$ cat src/rwpc_map.svh
// Register map, field positions, reset values and timing for the reset, wake and power block
`ifndef RWPC_MAP_SVH
`define RWPC_MAP_SVH

`define RWPC_CLK_MHZ 20
`define RWPC_GLITCH_NS 200
`define RWPC_GLITCH_CYC ((`RWPC_GLITCH_NS * `RWPC_CLK_MHZ + 999) / 1000)
`define RWPC_WAKE_CYC 2048
`define RWPC_CNT_W 16
`define RWPC_GCNT_W 4

`define RWPC_NUM_EINT 9
`define RWPC_NUM_GRP 4
`define RWPC_GRP_W 2
`define RWPC_EGRP_W 18
`define RWPC_NUM_PERIPH 16
`define RWPC_SYNC_W 11
`define RWPC_SY_RSTN 0
`define RWPC_SY_OSC 1
`define RWPC_SY_EINT 2
`define RWPC_AW 8

`define RWPC_OFS_CTRL 8'h00
`define RWPC_OFS_PCLKDIV 8'h04
`define RWPC_OFS_PPWR 8'h08
`define RWPC_OFS_EMODE 8'h0C
`define RWPC_OFS_EWAKE 8'h10
`define RWPC_OFS_EFLAG 8'h14
`define RWPC_OFS_EGRP 8'h18
`define RWPC_OFS_PLL 8'h1C
`define RWPC_OFS_STATUS 8'h20

`define RWPC_CTRL_IDLE 0
`define RWPC_CTRL_PDOWN 1
`define RWPC_CTRL_MAPRAM 2
`define RWPC_PLL_EN 0
`define RWPC_PLL_CON 1
`define RWPC_ST_SRCPIN 0
`define RWPC_ST_SRCWDT 1
`define RWPC_ST_OSCOK 2
`define RWPC_ST_PLLRUN 3

`define RWPC_DIV_QUARTER 2'h0
`define RWPC_DIV_FULL 2'h1
`define RWPC_DIV_HALF 2'h2
`define RWPC_LIM_FULL 2'h0
`define RWPC_LIM_HALF 2'h1
`define RWPC_LIM_QUARTER 2'h3
`define RWPC_PPWR_RST 16'hFFFF
`define RWPC_RESET_VECTOR 32'h0000_0000

`endif

$ cat src/rwpc_pkg.sv
// Types of the reset, wake and power block
`include "rwpc_map.svh"
package rwpc_pkg;
	typedef enum logic [2:0] {S_HOLD, S_WAIT_OSC, S_COUNT, S_FLASH, S_RUN, S_IDLE, S_PDOWN}
		rwpc_fsm_t;

	typedef struct packed {
		logic hsel;
		logic hready;
		logic [1:0] htrans;
		logic [31:0] haddr;
		logic hwrite;
		logic [2:0] hsize;
		logic [31:0] hwdata;
	} rwpc_ahb_req_t;

	typedef struct packed {
		logic hreadyout;
		logic hresp;
		logic [31:0] hrdata;
	} rwpc_ahb_rsp_t;

	typedef struct packed {
		logic [`RWPC_SYNC_W-1:0] s1;
		logic [`RWPC_SYNC_W-1:0] s2;
		logic [`RWPC_SYNC_W-1:0] s3;
		logic [`RWPC_SYNC_W-1:0] stab;
		logic [`RWPC_GCNT_W-1:0] gcnt;
		logic pin_rst;
		rwpc_fsm_t fsm;
		logic from_reset;
		logic [`RWPC_CNT_W-1:0] wcnt;
		logic chip_rst;
		logic cpu_start;
		logic [31:0] fetch_addr;
		logic map_ram;
		logic [1:0] pclk_sel;
		logic [1:0] div_cnt;
		logic pclk_en;
		logic [`RWPC_NUM_PERIPH-1:0] ppwr;
		logic [`RWPC_NUM_EINT-1:0] emode;
		logic [`RWPC_NUM_EINT-1:0] ewake;
		logic [`RWPC_NUM_EINT-1:0] eflag;
		logic [`RWPC_EGRP_W-1:0] egrp;
		logic [`RWPC_NUM_GRP-1:0] irq;
		logic pll_en;
		logic pll_con;
		logic src_pin;
		logic src_wdt;
		logic wr_pend;
		logic rd_wait;
		logic [`RWPC_AW-1:0] dp_addr;
		logic [31:0] rdata;
	} rwpc_state_t;
endpackage : rwpc_pkg

$ cat src/rwpc_top.sv
// Reset sequencing, wake-up timer, power modes, external interrupts and clock divider
`timescale 1ns/1ps

// Behaviour
// - Chip reset comes only from the reset pin or the watchdog request.
// - The reset pin is glitch filtered; short low pulses cause no reset.
// - Reset starts wake timer; held until pin released, oscillator, count, flash ready.
// - On reset release the processor starts fetching at address zero.
// - While chip reset holds, all control registers take their reset values.
// - Every power-down exit runs the wake-up timer before execution resumes.
// - The wake-up timer waits for a valid oscillator before counting.
// - Nine external interrupt inputs, edge or level, merged into four interrupts.
// - Each external interrupt input may wake from power-down when enabled.
// - A control bit maps the vectors at address zero to flash or RAM.
// - Idle halts execution until reset or interrupt; peripherals keep running.
// - Idle stops clocks of processor and memories.
// - Power-down stops the oscillator and gates all internal clocks.
// - Power-down keeps all state and holds output pin levels.
// - Power-down exits only on reset or a clockless external interrupt level.
// - Each peripheral has its own power control bit.
// - Peripheral clock runs at full, half or quarter processor clock rate.
// - After reset the peripheral clock runs at one quarter rate.
// - A running PLL stays active through idle mode.
// - After reset the PLL is off and bypassed.
module rwpc_top #(
	parameter int unsigned WAKE_CYCLES = `RWPC_WAKE_CYC,
	parameter int unsigned GLITCH_CYCLES = `RWPC_GLITCH_CYC
)(
	// Clock and reset
	input wire logic clk,
	input wire logic rst,
	// Register bus
	input rwpc_pkg::rwpc_ahb_req_t ahb_req,
	output rwpc_pkg::rwpc_ahb_rsp_t ahb_rsp,
	// Reset sources
	input wire logic reset_pin_n,
	input wire logic wdt_reset_req,
	// Oscillator and flash controller
	input wire logic osc_valid,
	input wire logic flash_init_done,
	output logic osc_enable,
	// Interrupts
	input wire logic [`RWPC_NUM_EINT-1:0] eint_pin,
	input wire logic cpu_irq,
	output logic [`RWPC_NUM_GRP-1:0] eint_irq,
	// Processor control
	output logic chip_reset,
	output logic cpu_start,
	output logic [31:0] fetch_addr,
	output logic cpu_clock_en,
	output logic mem_clock_en,
	output logic vec_map_ram,
	// Peripheral clocks and pins
	output logic pclk_en,
	output logic [`RWPC_NUM_PERIPH-1:0] periph_clock_en,
	output logic pin_hold,
	output logic pll_enable,
	output logic pll_connect
);
	rwpc_pkg::rwpc_state_t st_q;
	rwpc_pkg::rwpc_state_t st_d;
	logic [`RWPC_SYNC_W-1:0] agree;
	logic [`RWPC_NUM_EINT-1:0] lvl;
	logic [`RWPC_NUM_EINT-1:0] rise;
	logic [`RWPC_NUM_EINT-1:0] active;
	logic [`RWPC_NUM_EINT-1:0] eclr;
	logic [1:0] sclr;
	logic [31:0] wdata;
	logic take;
	logic osc_ok;
	logic rst_evt;
	logic idle_wake;
	logic pd_wake;
	logic go_idle;
	logic go_pdown;

	// Members of one interrupt group
	function automatic logic [`RWPC_NUM_EINT-1:0] grp_members(
		input logic [`RWPC_EGRP_W-1:0] map,
		input int unsigned g
	);
		logic [`RWPC_NUM_EINT-1:0] m;
		m = '0;
		for (int i = 0; i < `RWPC_NUM_EINT; i++)
		begin
			m[i] = (map[i*`RWPC_GRP_W +: `RWPC_GRP_W] == `RWPC_GRP_W'(g));
		end
		return m;
	endfunction : grp_members

	// Divider terminal count for a rate code
	function automatic logic [1:0] div_limit(input logic [1:0] sel);
		logic [1:0] lim;
		lim = `RWPC_LIM_QUARTER;
		if (sel == `RWPC_DIV_FULL)
		begin
			lim = `RWPC_LIM_FULL;
		end
		else if (sel == `RWPC_DIV_HALF)
		begin
			lim = `RWPC_LIM_HALF;
		end
		return lim;
	endfunction : div_limit

	always_comb
	begin
		st_d = st_q;
		wdata = ahb_req.hwdata;
		eclr = '0;
		sclr = '0;
		go_idle = 1'b0;
		go_pdown = 1'b0;

		// Input synchronisers; a change counts once stages two and three agree
		st_d.s1 = {eint_pin, osc_valid, reset_pin_n};
		st_d.s2 = st_q.s1;
		st_d.s3 = st_q.s2;
		agree = ~(st_q.s2 ^ st_q.s3);
		st_d.stab = (st_q.s2 & agree) | (st_q.stab & ~agree);
		osc_ok = st_q.stab[`RWPC_SY_OSC];
		lvl = st_q.stab[`RWPC_SY_EINT +: `RWPC_NUM_EINT];
		rise = st_q.s2[`RWPC_SY_EINT +: `RWPC_NUM_EINT] & agree[`RWPC_SY_EINT +: `RWPC_NUM_EINT]
			& ~lvl;

		// Reset pin must stay low for the filter time
		if (!st_q.stab[`RWPC_SY_RSTN])
		begin
			if (st_q.gcnt != `RWPC_GCNT_W'(GLITCH_CYCLES - 1))
			begin
				st_d.gcnt = st_q.gcnt + `RWPC_GCNT_W'(1);
			end
			else
			begin
				st_d.pin_rst = 1'b1;
			end
		end
		else
		begin
			st_d.gcnt = '0;
			st_d.pin_rst = 1'b0;
		end
		rst_evt = st_q.pin_rst | wdt_reset_req;

		// Bus slave: writes complete in one data cycle, reads take one wait cycle
		take = ahb_req.hsel & ahb_req.htrans[1] & ahb_req.hready;
		st_d.wr_pend = take & ahb_req.hwrite;
		st_d.rd_wait = take & ~ahb_req.hwrite;
		if (take)
		begin
			st_d.dp_addr = ahb_req.haddr[`RWPC_AW-1:0];
		end
		if (st_q.wr_pend)
		begin
			unique case (st_q.dp_addr)
				`RWPC_OFS_CTRL:
				begin
					go_idle = wdata[`RWPC_CTRL_IDLE];
					go_pdown = wdata[`RWPC_CTRL_PDOWN];
					st_d.map_ram = wdata[`RWPC_CTRL_MAPRAM];
				end
				`RWPC_OFS_PCLKDIV: st_d.pclk_sel = wdata[1:0];
				`RWPC_OFS_PPWR: st_d.ppwr = wdata[`RWPC_NUM_PERIPH-1:0];
				`RWPC_OFS_EMODE: st_d.emode = wdata[`RWPC_NUM_EINT-1:0];
				`RWPC_OFS_EWAKE: st_d.ewake = wdata[`RWPC_NUM_EINT-1:0];
				`RWPC_OFS_EFLAG: eclr = wdata[`RWPC_NUM_EINT-1:0];
				`RWPC_OFS_EGRP: st_d.egrp = wdata[`RWPC_EGRP_W-1:0];
				`RWPC_OFS_PLL:
				begin
					st_d.pll_en = wdata[`RWPC_PLL_EN];
					st_d.pll_con = wdata[`RWPC_PLL_CON];
				end
				`RWPC_OFS_STATUS: sclr = wdata[`RWPC_ST_SRCWDT:`RWPC_ST_SRCPIN];
				default: ;
			endcase
		end
		if (st_q.rd_wait)
		begin
			st_d.rdata = '0;
			unique case (st_q.dp_addr)
				`RWPC_OFS_CTRL:
				begin
					st_d.rdata[`RWPC_CTRL_IDLE] = (st_q.fsm == rwpc_pkg::S_IDLE);
					st_d.rdata[`RWPC_CTRL_PDOWN] = (st_q.fsm == rwpc_pkg::S_PDOWN);
					st_d.rdata[`RWPC_CTRL_MAPRAM] = st_q.map_ram;
				end
				`RWPC_OFS_PCLKDIV: st_d.rdata[1:0] = st_q.pclk_sel;
				`RWPC_OFS_PPWR: st_d.rdata[`RWPC_NUM_PERIPH-1:0] = st_q.ppwr;
				`RWPC_OFS_EMODE: st_d.rdata[`RWPC_NUM_EINT-1:0] = st_q.emode;
				`RWPC_OFS_EWAKE: st_d.rdata[`RWPC_NUM_EINT-1:0] = st_q.ewake;
				`RWPC_OFS_EFLAG: st_d.rdata[`RWPC_NUM_EINT-1:0] = st_q.eflag;
				`RWPC_OFS_EGRP: st_d.rdata[`RWPC_EGRP_W-1:0] = st_q.egrp;
				`RWPC_OFS_PLL:
				begin
					st_d.rdata[`RWPC_PLL_EN] = st_q.pll_en;
					st_d.rdata[`RWPC_PLL_CON] = st_q.pll_con;
				end
				`RWPC_OFS_STATUS:
				begin
					st_d.rdata[`RWPC_ST_SRCPIN] = st_q.src_pin;
					st_d.rdata[`RWPC_ST_SRCWDT] = st_q.src_wdt;
					st_d.rdata[`RWPC_ST_OSCOK] = osc_ok;
					st_d.rdata[`RWPC_ST_PLLRUN] = pll_enable;
				end
				default: ;
			endcase
		end

		// External interrupts: sticky edge flags, set beats clear
		st_d.eflag = (st_q.eflag & ~eclr) | rise;
		active = (st_q.emode & st_q.eflag) | (~st_q.emode & lvl);
		for (int g = 0; g < `RWPC_NUM_GRP; g++)
		begin
			st_d.irq[g] = |(active & grp_members(st_q.egrp, g));
		end
		idle_wake = cpu_irq | (|st_q.irq);
		pd_wake = |(lvl & st_q.ewake);

		// Peripheral clock divider, stopped in power-down
		st_d.pclk_en = 1'b0;
		if (st_q.fsm != rwpc_pkg::S_PDOWN && !st_q.chip_rst)
		begin
			if (st_q.div_cnt >= div_limit(st_q.pclk_sel))
			begin
				st_d.div_cnt = '0;
				st_d.pclk_en = 1'b1;
			end
			else
			begin
				st_d.div_cnt = st_q.div_cnt + 2'h1;
			end
		end

		// Sequencer
		st_d.cpu_start = 1'b0;
		unique case (st_q.fsm)
			rwpc_pkg::S_HOLD:
			begin
				if (!st_q.pin_rst)
				begin
					st_d.fsm = rwpc_pkg::S_WAIT_OSC;
				end
			end
			rwpc_pkg::S_WAIT_OSC:
			begin
				st_d.wcnt = '0;
				if (osc_ok)
				begin
					st_d.fsm = rwpc_pkg::S_COUNT;
				end
			end
			rwpc_pkg::S_COUNT:
			begin
				if (!osc_ok)
				begin
					st_d.fsm = rwpc_pkg::S_WAIT_OSC;
				end
				else if (st_q.wcnt == `RWPC_CNT_W'(WAKE_CYCLES - 1))
				begin
					st_d.fsm = st_q.from_reset ? rwpc_pkg::S_FLASH : rwpc_pkg::S_RUN;
				end
				else
				begin
					st_d.wcnt = st_q.wcnt + `RWPC_CNT_W'(1);
				end
			end
			rwpc_pkg::S_FLASH:
			begin
				if (flash_init_done)
				begin
					st_d.fsm = rwpc_pkg::S_RUN;
					st_d.chip_rst = 1'b0;
					st_d.from_reset = 1'b0;
					st_d.cpu_start = 1'b1;
					st_d.fetch_addr = `RWPC_RESET_VECTOR;
				end
			end
			rwpc_pkg::S_RUN:
			begin
				if (go_pdown)
				begin
					st_d.fsm = rwpc_pkg::S_PDOWN;
				end
				else if (go_idle)
				begin
					st_d.fsm = rwpc_pkg::S_IDLE;
				end
			end
			rwpc_pkg::S_IDLE:
			begin
				if (idle_wake)
				begin
					st_d.fsm = rwpc_pkg::S_RUN;
				end
			end
			rwpc_pkg::S_PDOWN:
			begin
				if (pd_wake)
				begin
					st_d.fsm = rwpc_pkg::S_WAIT_OSC;
				end
			end
		endcase

		// Chip reset entry from any state; source flags survive it
		st_d.src_pin = (st_q.src_pin & ~sclr[0]) | st_q.pin_rst;
		st_d.src_wdt = (st_q.src_wdt & ~sclr[1]) | wdt_reset_req;
		if (rst_evt)
		begin
			st_d.fsm = rwpc_pkg::S_HOLD;
			st_d.chip_rst = 1'b1;
			st_d.from_reset = 1'b1;
			st_d.wcnt = '0;
		end
		if (st_q.chip_rst)
		begin
			st_d.map_ram = 1'b0;
			st_d.pclk_sel = `RWPC_DIV_QUARTER;
			st_d.div_cnt = '0;
			st_d.ppwr = `RWPC_PPWR_RST;
			st_d.emode = '0;
			st_d.ewake = '0;
			st_d.eflag = '0;
			st_d.egrp = '0;
			st_d.irq = '0;
			st_d.pll_en = 1'b0;
			st_d.pll_con = 1'b0;
		end
	end

	always_ff @(posedge clk)
	begin
		if (rst)
		begin
			st_q <= '0;
			st_q.stab <= '1;
			st_q.s1 <= '1;
			st_q.s2 <= '1;
			st_q.s3 <= '1;
			st_q.fsm <= rwpc_pkg::S_HOLD;
			st_q.chip_rst <= 1'b1;
			st_q.from_reset <= 1'b1;
			st_q.fetch_addr <= `RWPC_RESET_VECTOR;
			st_q.pclk_sel <= `RWPC_DIV_QUARTER;
			st_q.ppwr <= `RWPC_PPWR_RST;
		end
		else
		begin
			st_q <= st_d;
		end
	end

	// Outputs
	assign ahb_rsp.hreadyout = ~st_q.rd_wait;
	assign ahb_rsp.hresp = 1'b0;
	assign ahb_rsp.hrdata = st_q.rdata;
	assign chip_reset = st_q.chip_rst;
	assign cpu_start = st_q.cpu_start;
	assign fetch_addr = st_q.fetch_addr;
	assign cpu_clock_en = (st_q.fsm == rwpc_pkg::S_RUN);
	assign mem_clock_en = (st_q.fsm == rwpc_pkg::S_RUN);
	assign osc_enable = (st_q.fsm != rwpc_pkg::S_PDOWN);
	assign pin_hold = (st_q.fsm == rwpc_pkg::S_PDOWN);
	assign periph_clock_en = pin_hold ? '0 : st_q.ppwr;
	assign pclk_en = st_q.pclk_en;
	assign eint_irq = st_q.irq;
	assign vec_map_ram = st_q.map_ram;
	assign pll_enable = st_q.pll_en & ~pin_hold;
	assign pll_connect = st_q.pll_con & pll_enable;
endmodule : rwpc_top

$ cat config.mk
export PLATFORM = sky130hd
export DESIGN_NAME = rwpc_top
export DESIGN_NICKNAME = d
export VERILOG_FILES = /design/src/rwpc_pkg.sv /design/src/rwpc_top.sv
export VERILOG_INCLUDE_DIRS = /design/src
export SDC_FILE = /design/constraint.sdc
export NUM_CORES = 1
export LEC_CHECK = 0
export BUFFER_PORTS_ARGS = -buffer_cell sky130_fd_sc_hd__buf_2
export CAP_MARGIN = 20
export CORE_ASPECT_RATIO = 0.9
export CORE_MARGIN = 8
export CORE_UTILIZATION = 59
export CTS_CLUSTER_DIAMETER = 50
export DETAILED_ROUTE_END_ITERATION = 7
export PLACE_DENSITY = 0.95
export SYNTH_ARGS = -nofsm -noshare
export SYNTH_HDL_FRONTEND = slang
export SYNTH_SLANG_ARGS = --single-unit
$ cat constraint.sdc
create_clock -name clk -period 4.2 [get_ports clk]
set_input_delay 0.84 -clock clk [delete_from_list [all_inputs] [get_ports clk]]
set_output_delay 0.84 -clock clk [all_outputs]
set_load 0.01 [all_outputs]
After elaboration in Yosys (flattened, before gate mapping)
Index checks and enable logic that the tools add are counted.
Widths: inputs -> output; s select.
{"block": "word_totals", "elab_cells": 197, "output_inout_bits": 96, "ff_bits": 173, "inputBits": 88}
{"block": "op_classes", "n_bitwise": 40, "n_addsub": 3, "mux": 35, "n_reduce_logical": 35, "n_eq_ne": 55, "order_cmp": 1}
{"op": "$and 9x9->9", "n": 10}
{"op": "$mux 16", "n": 3}
{"op": "$reduce_or 9->1", "n": 5}
{"op": "$eq 2x2->1 const B", "n": 19}
{"op": "$mux 33", "n": 1}
{"op": "$eq 8x5->1 const B", "n": 4}
{"op": "$pmux 16 s2", "n": 1}
{"op": "$mux 3", "n": 9}
{"op": "$not 9->9", "n": 3}
{"op": "$pmux 5 s5", "n": 1}
{"op": "$and 11x11->11", "n": 2}
{"op": "$not 11->11", "n": 2}
{"op": "$pmux 3 s7", "n": 1}
{"op": "$eq 2x1->1 const B", "n": 10}
{"op": "$logic_not 2->1", "n": 9}
{"op": "$mux 9", "n": 2}
{"op": "$or 9x9->9", "n": 2}
{"op": "$pmux 2 s9", "n": 1}
{"op": "$add 16x1->16 const B", "n": 1}
{"op": "$eq 16x11->1 const B", "n": 1}
{"op": "$eq 8x4->1 const B", "n": 2}
{"op": "$reduce_and 2->1", "n": 8}
{"op": "$mux 2", "n": 7}
{"op": "$pmux 7 s2", "n": 1}
{"op": "31 further kinds", "n": 64}

Longest topological paths before layout
Gate-level depths: netlist of the first run.
{"block": "depth", "depth_word": 6, "mapped_depth": 9, "mapped_depth_nobuf": 9}

Worst setup path before layout of the first run
Ideal clock, no wire load.
{"block": "synth_timing", "kind": "reg-to-output", "startpoint": "register st_q[168] (netlist name)", "endpoint": "output port mem_clock_en", "path_stages_with_launch": 4, "arrival_ns": 1.323, "path_buffers": 2, "path_slack_ns": 2.037, "cell_sequence": "dfxtp_1 clkbuf_1 nor3b_1 buf_4"}
{"block": "synth_via", "elab_chain_len": 1}
{"item": "from (decl)", "line_no": "rwpc_top.sv:60", "rtl": "rwpc_pkg::rwpc_state_t st_q;"}
{"item": "from (signal assigned)", "line_no": "rwpc_top.sv:349", "rtl": "st_q <= st_d;"}
{"item": "$eq 3x3->1"}
{"item": "to (decl)", "line_no": "rwpc_top.sv:51", "rtl": "output logic mem_clock_en,"}
Every way passes these cells.

Worst setup path in the final report of the first run
{"block": "layout_timing", "startpoint": "register st_q[170] (netlist name)", "endpoint": "output port pin_hold"}
{"block": "layout_via", "elab_chain_len": 1}
{"item": "$eq 3x3->1", "line_no": "rwpc_top.sv:363", "rtl": "assign pin_hold = (st_q.fsm == rwpc_pkg::S_PDOWN);"}
{"item": "to (decl)", "line_no": "rwpc_top.sv:56", "rtl": "output logic pin_hold,"}
Every way passes these cells.

==> qor.yml, run 1 <==
status: "finished clean"
fin_crit_sh: 0.7715
synth_largest_area_cell: "dfxtp_1"
htree_num_levels: 4
synthTopCellsByArea: "dfxtp_1, buf_4, nand2_1"
nFillCells: 1128
syn-cell-area_um2: 8282
path_clk_slew_ps: 60
ys_seq_elements: 173
rsz0062_at_grt: "false"
cp_data_required_time_ps: 3360
dp.cells: 1168
clockBufferDepth: 2
cp-start-kind: "flip-flop"
finClkSkew_ps: 4.897
power_density_nw_per_um2: 369.0
gp_congestion: 0.9393
final-setup-viol-count: 0
grtUsageTotal: 0.2311
coreArea_um2: 13850
grt_pass1_vias: 6723
synth_cell_types: 67
port_buffers: 94
drv_slew: 0
cp-end-kind: "output pin"
r2r_cells: 6
nets: 1119
initial_core_util: 0.5979
grt_remaining_overflow: 0
r2r-end: "st_q[168]$_SDFFE_PP0P_"
fmax_mhz: 308.6
yosys_warnings: 0
cp_max_fo: 23
netlist_instances: 970
regToRegSetupSlack_ps: 1470
clkLatencyLatePin_ps: 430
post-route-min-period_ps: 3240
viasPerCell: 5.928
worstMarginPinSlew_ps: 1073
crit_end: "pin_hold"
cts_root_buffer: "clkbuf_16"
dr.pass1.iters: 6
grt_max_degree: 82
grt_pass1_wl_mm: 33.86
crit_start: "st_q[170]$_SDFFE_PP0P_"
hold_buffers: 0
holdCritStartpoint: "st_d[204]$_SDFF_PP1_"
synthToLayoutAreaGrowth_pct: 8.672
p_leak_nw: 3.475
wl_mm: 20.95
drc: 0
grt_antenna_before_repair: 1
detail-route-antenna-nets: 0
drv_cap: 0
rows: 41
vdd_ir_drop_max_mv: 0.2997
crit_type: "reg2out"
wl_per_cell_um: 17.50
clock_sinks: 173
post-route-util: 0.6498
synth_common_cells: "dfxtp_1, nand2_1, nor2_1, buf_4, a21oi_1"
first_iter_violations: 822
finalSetupTns_ps: 0
maxSlewHeadroom: 0.2796
die_width_um: 140.9
post-dp-hpwl_mm: 14.79
synth-async-reset-ratio: 0
synth_edf_count: 0
cp.arrival_ps: 2400
yosys_most_used_dff: "dfxtp_1"
vias: 7096
drive_gt1_frac: 0.1893
cts_resized: 0
fin_cells: 1197
avgSynthCellArea_um2: 8.538
r2r_start: "st_q[170]$_SDFFE_PP0P_"
ios: 184
fin_ws_ps: 959.8
yosysMostFrequentCell: "dfxtp_1"
place_ws_ps: 1359
cts_setup_buffers: 0
antenna-diode-count: 0
dieArea_um2: 18090
yosys.area.top_type_share: 0.4182
die_h_um: 128.4
finalHoldViolCount: 0
hp-class: "reg2reg"
numCtsBuffers: 17
seq_area_frac_synth: 0.4182
cts_tree: "yes"
==> sequential cells by signal, summed over array words and instances (netlist names), named ones only <==
signal,flops
st_q,114
st_d,22
pclk_en,1
chip_reset,1
vec_map_ram,1
cpu_start,1
ahb_rsp,18
eint_irq,4
==> critical path, cell delays in order (launching register included) <==
cell and delay [ps]:
dfxtp_1 590, nand3b_1 720, inv_1 460, buf_2 200
==> worst min-delay path by stage <==
stage,endpoint,slack (ps),depth (start not counted)
finish,st_d[193]$_SDFF_PP1_,410,1
floorplan,st_d[187]$_SDFF_PP1_,390,1
CTS,st_d[196]$_SDFF_PP1_,410,1
global placement,st_d[192]$_SDFF_PP1_,390,1
global route,st_d[195]$_SDFF_PP1_,420,1
detailed placement,st_d[193]$_SDFF_PP1_,390,1
==> logic make-up after synthesis <==
family,synth area share
xor+xnor,0.009519
flops,0.4182
other cells,0.0004528
fa+ha+maj,0.02266
mux,0.05741
simple gates,0.2547
buf+inv,0.09896
compound gates,0.1381
==> layout make-up <==
class | instances | area, µm² | share of cell area
inverter | 17 | 63.81 | 0.007090
clock buffer | 21 | 460.4 | 0.05116
multi-input combinational | 703 | 4172 | 0.4635
tap | 172 | 215.2 | 0.02391
clock inverter | 7 | 67.56 | 0.007507
timing repair buffer | 104 | 558.0 | 0.06200
sequential | 173 | 3463 | 0.3848
==> cell usage in the layout, fill, tap and decap left out, types with 3 or more instances in the layout <==
master / n
dfxtp_1: 173
nand2_1: 105
buf_2: 94
nor2_1: 85
a21oi_1: 69
nand3_1: 52
conb_1: 47
or2_2: 36
mux2i_1: 34
nor3_1: 22
o21ai_1: 21
nor2b_1: 19
and2_1: 18
inv_1: 17
clkbuf_16: 17
o21ai_0: 15
ha_1: 15
nor3b_1: 11
mux2_2: 10
a211o_1: 9
xor2_1: 9
a22oi_1: 9
buf_4: 9
o22ai_1: 8
or3_1: 8
a221oi_1: 7
nor4_1: 6
nand4_1: 6
o211ai_1: 6
a211oi_2: 6
nand2b_1: 5
and4_1: 5
and3_1: 5
a31oi_1: 4
o21bai_1: 4
nand3b_1: 4
clkinv_2: 4
nor3_4: 3
or4_1: 3
o2111ai_1: 3
==> power breakdown <==
part	leakage, nW	switching, mW	internal, mW
Clock	0.265	0.607	0.831
Sequential	1.40	0.0249	1.67
Combinational	1.81	0.119	0.0710
==> through the flow <==
step	total power, mW	area (µm²)	hold WS (ps)
2_1_floorplan	1.888	8454	389.5
3_3_place_gp	1.903	8452	390.8
3_5_place_dp	1.911	8452	392.3
4_1_cts	3.326	8980	406.7
5_1_grt	3.440	9000	418.2
6_report	3.321	9000	405.8
==> metal layers <==
metal	vias up	GRT usage	share of wire	wire length (µm)
li1	3357	-	-	-
met1	3302	0.2945	0.42	8752
met2	376	0.3703	0.46	9672
met3	61	0.06923	0.096	2020
met4	0	0.07386	0.024	503
met5	-	0	0	0
No activity file was read; power rests on OpenSTA's default activity.
==> run 2, diff against run 1 <==
--- a/config.mk
+++ b/config.mk
@@ -10,10 +10,10 @@
 export CAP_MARGIN = 20
 export CORE_ASPECT_RATIO = 0.9
 export CORE_MARGIN = 8
-export CORE_UTILIZATION = 59
+export CORE_UTILIZATION = 55
 export CTS_CLUSTER_DIAMETER = 50
 export DETAILED_ROUTE_END_ITERATION = 7
-export PLACE_DENSITY = 0.95
+export PLACE_DENSITY = 0.9
 export SYNTH_ARGS = -nofsm -noshare
 export SYNTH_HDL_FRONTEND = slang
 export SYNTH_SLANG_ARGS = --single-unit
==> constraint.sdc (replaced) <==
create_clock -name clk -period 3.29 [get_ports clk]
set_input_delay 0.658 -clock clk [delete_from_list [all_inputs] [get_ports clk]]
set_output_delay 0.658 -clock clk [all_outputs]
set_load 0.01 [all_outputs]
==> qor.yml, run 2 (synthesis gave the netlist of run 1 again) <==
status: "finished clean"
grt_pass1_vias: 6771
r2r_cells: 5
top_register: "st_q"
grt_max_degree: 67
crit_path_top_delay_cell: "nor3b_1"
rows: 42
holdPathEnd: "st_q[40]$_SDFF_PP0_"
grt_pass1_wl_mm: 33.66
ios: 184
layout_commonest_cell: "dfxtp_1"
cp-end-kind: "output pin"
vias: 6991
dieArea_um2: 19250
regToRegSetupSlack_ps: 850
clockBufferDepth: 2
final_cell_area_um2: 9094
finClkSkew_ps: 6.310
grtUsageMet2: 0.3382
power_density_nw_per_um2: 483.5
cts_root_buffer: "clkbuf_16"
final_cell_mix: "dfxtp_1, nand2_1, buf_2, nor2_1, a21oi_1"
cts_tree: "yes"
gp_congestion: 0.9136
post-route-min-period_ps: 2691
nets: 1120
coreArea_um2: 14710
grtUsageTotal: 0.2120
cts_setup_buffers: 0
largest_register_ffs: 114
fin_crit_sh: 0.8180
cp.buffers_inverters: 1
max_stage_delay_ps: 720
vdd_ir_drop_max_mv: 0.4044
detail-route-antenna-nets: 0
finalHoldViolCount: 0
place_ws_ps: 916.1
grtUsageMet1: 0.2623
initial_core_util: 0.5628
placed_cell_area_um2: 8499
htree_num_levels: 4
maxSlewHeadroom: 0.4595
grt_antenna_before_repair: 0
met3_usage: 0.06987
die_width_um: 145.3
drive_gt1_frac: 0.1951
clock_sinks: 173
port_buffers: 94
cp.arrival_ps: 2030
p_leak_nw: 3.498
cts_resized: 0
wl_per_cell_um: 17.02
drv_slew: 0
critical-path-top-delay-family: "simple AND/OR/NAND/NOR gates"
hp-class: "in2reg"
drv_cap: 0
synthToLayoutAreaGrowth_pct: 9.805
fmax_mhz: 371.6
drc: 0
cp_data_required_time_ps: 2630
cp-start-kind: "flip-flop"
dr.pass1.iters: 5
power_mw: 4.396
grt_remaining_overflow: 0
finalSetupTns_ps: 0
hold_buffers: 0
post-route-util: 0.6180
rsz0062_at_grt: "false"
crit_type: "reg2out"
clkLatencyLatePin_ps: 430
die_h_um: 132.4
crit_chain: "nor3b_1 > buf_2"
cp_max_fo: 15
crit_start: "st_q[170]$_SDFFE_PP0P_"
wl_mm: 20.91
first_iter_violations: 745
min_path_cells: 2
fin_ws_ps: 598.9
holdCritStartpoint: "ahb_req[35]"
numCtsBuffers: 17
viasPerCell: 5.688
post-dp-hpwl_mm: 14.68
worstMarginPinSlew_ps: 809.9
path_clk_slew_ps: 60
final-setup-viol-count: 0
r2r-end: "st_q[90]$_SDFFE_PP0P_"
grt_busiest_layer: "met2"
r2r_start: "st_q[35]$_SDFFE_PP0P_"
[run 2: changes by cell type in the layout (fill, tap and decap cells not counted)]
cell	previous run	this run
bufinv_16	1	2
clkbuf_1	2	0
clkinv_4	1	3
buf_4	9	11
buf_12	1	0
inv_6	1	2
diode_2	0	1
clkinvlp_4	0	2
[run 2: where the power goes]
part | leakage, nW | switching, mW | internal [mW]
logic | 1.80 | 0.154 | 0.0905
registers | 1.40 | 0.0302 | 2.13
clock network | 0.289 | 0.835 | 1.16
total | 3.50 | 1.02 | 3.38
[run 2: how the worst max path moves through the flow]
stage,end,slack [ps],cells past startpoint
5_1_grt,cpu_clock_en,470,2
2_1_floorplan,mem_clock_en,1310,3
3_5_place_dp,st_q[90]$_SDFFE_PP0P_,920,5
3_3_place_gp,st_q[93]$_SDFFE_PP0P_,960,5
4_1_cts,cpu_clock_en,600,2
6_report,cpu_clock_en,600,2
[run 2: area by class of cell]
class | count | area (µm²)
timing repair buffer | 105 | 553.0
inverter | 17 | 63.81
sequential | 173 | 3463
clock buffer | 19 | 452.9
fill | 1261 | 5620
multi-input combinational | 703 | 4172
tap | 198 | 247.7
antenna | 1 | 2.502
clock inverter | 13 | 138.9
[run 2: worst reg2reg max path: stages, from the launching register on]
cell	delay [ps]
dfxtp_1	560
or3b_2	620
nor2_1	170
nand3_1	520
mux2i_1	350
nor2_1	80
[run 2: metal layers]
metal / vias to the layer above / routed length (µm)
met5: - / 0
met4: 0 / 386
met3: 43 / 1969
met2: 337 / 9675
met1: 3252 / 8883
li1: 3359 / -
[run 2: stage by stage]
step / hold slack (ps) / std cells
4_1_cts: 387.9 / 1228
5_1_grt: 388.2 / 1228
3_5_place_dp: 392.3 / 1196
3_3_place_gp: 390.8 / 1196
6_report: 402.4 / 1229
2_1_floorplan: 389.5 / 1016
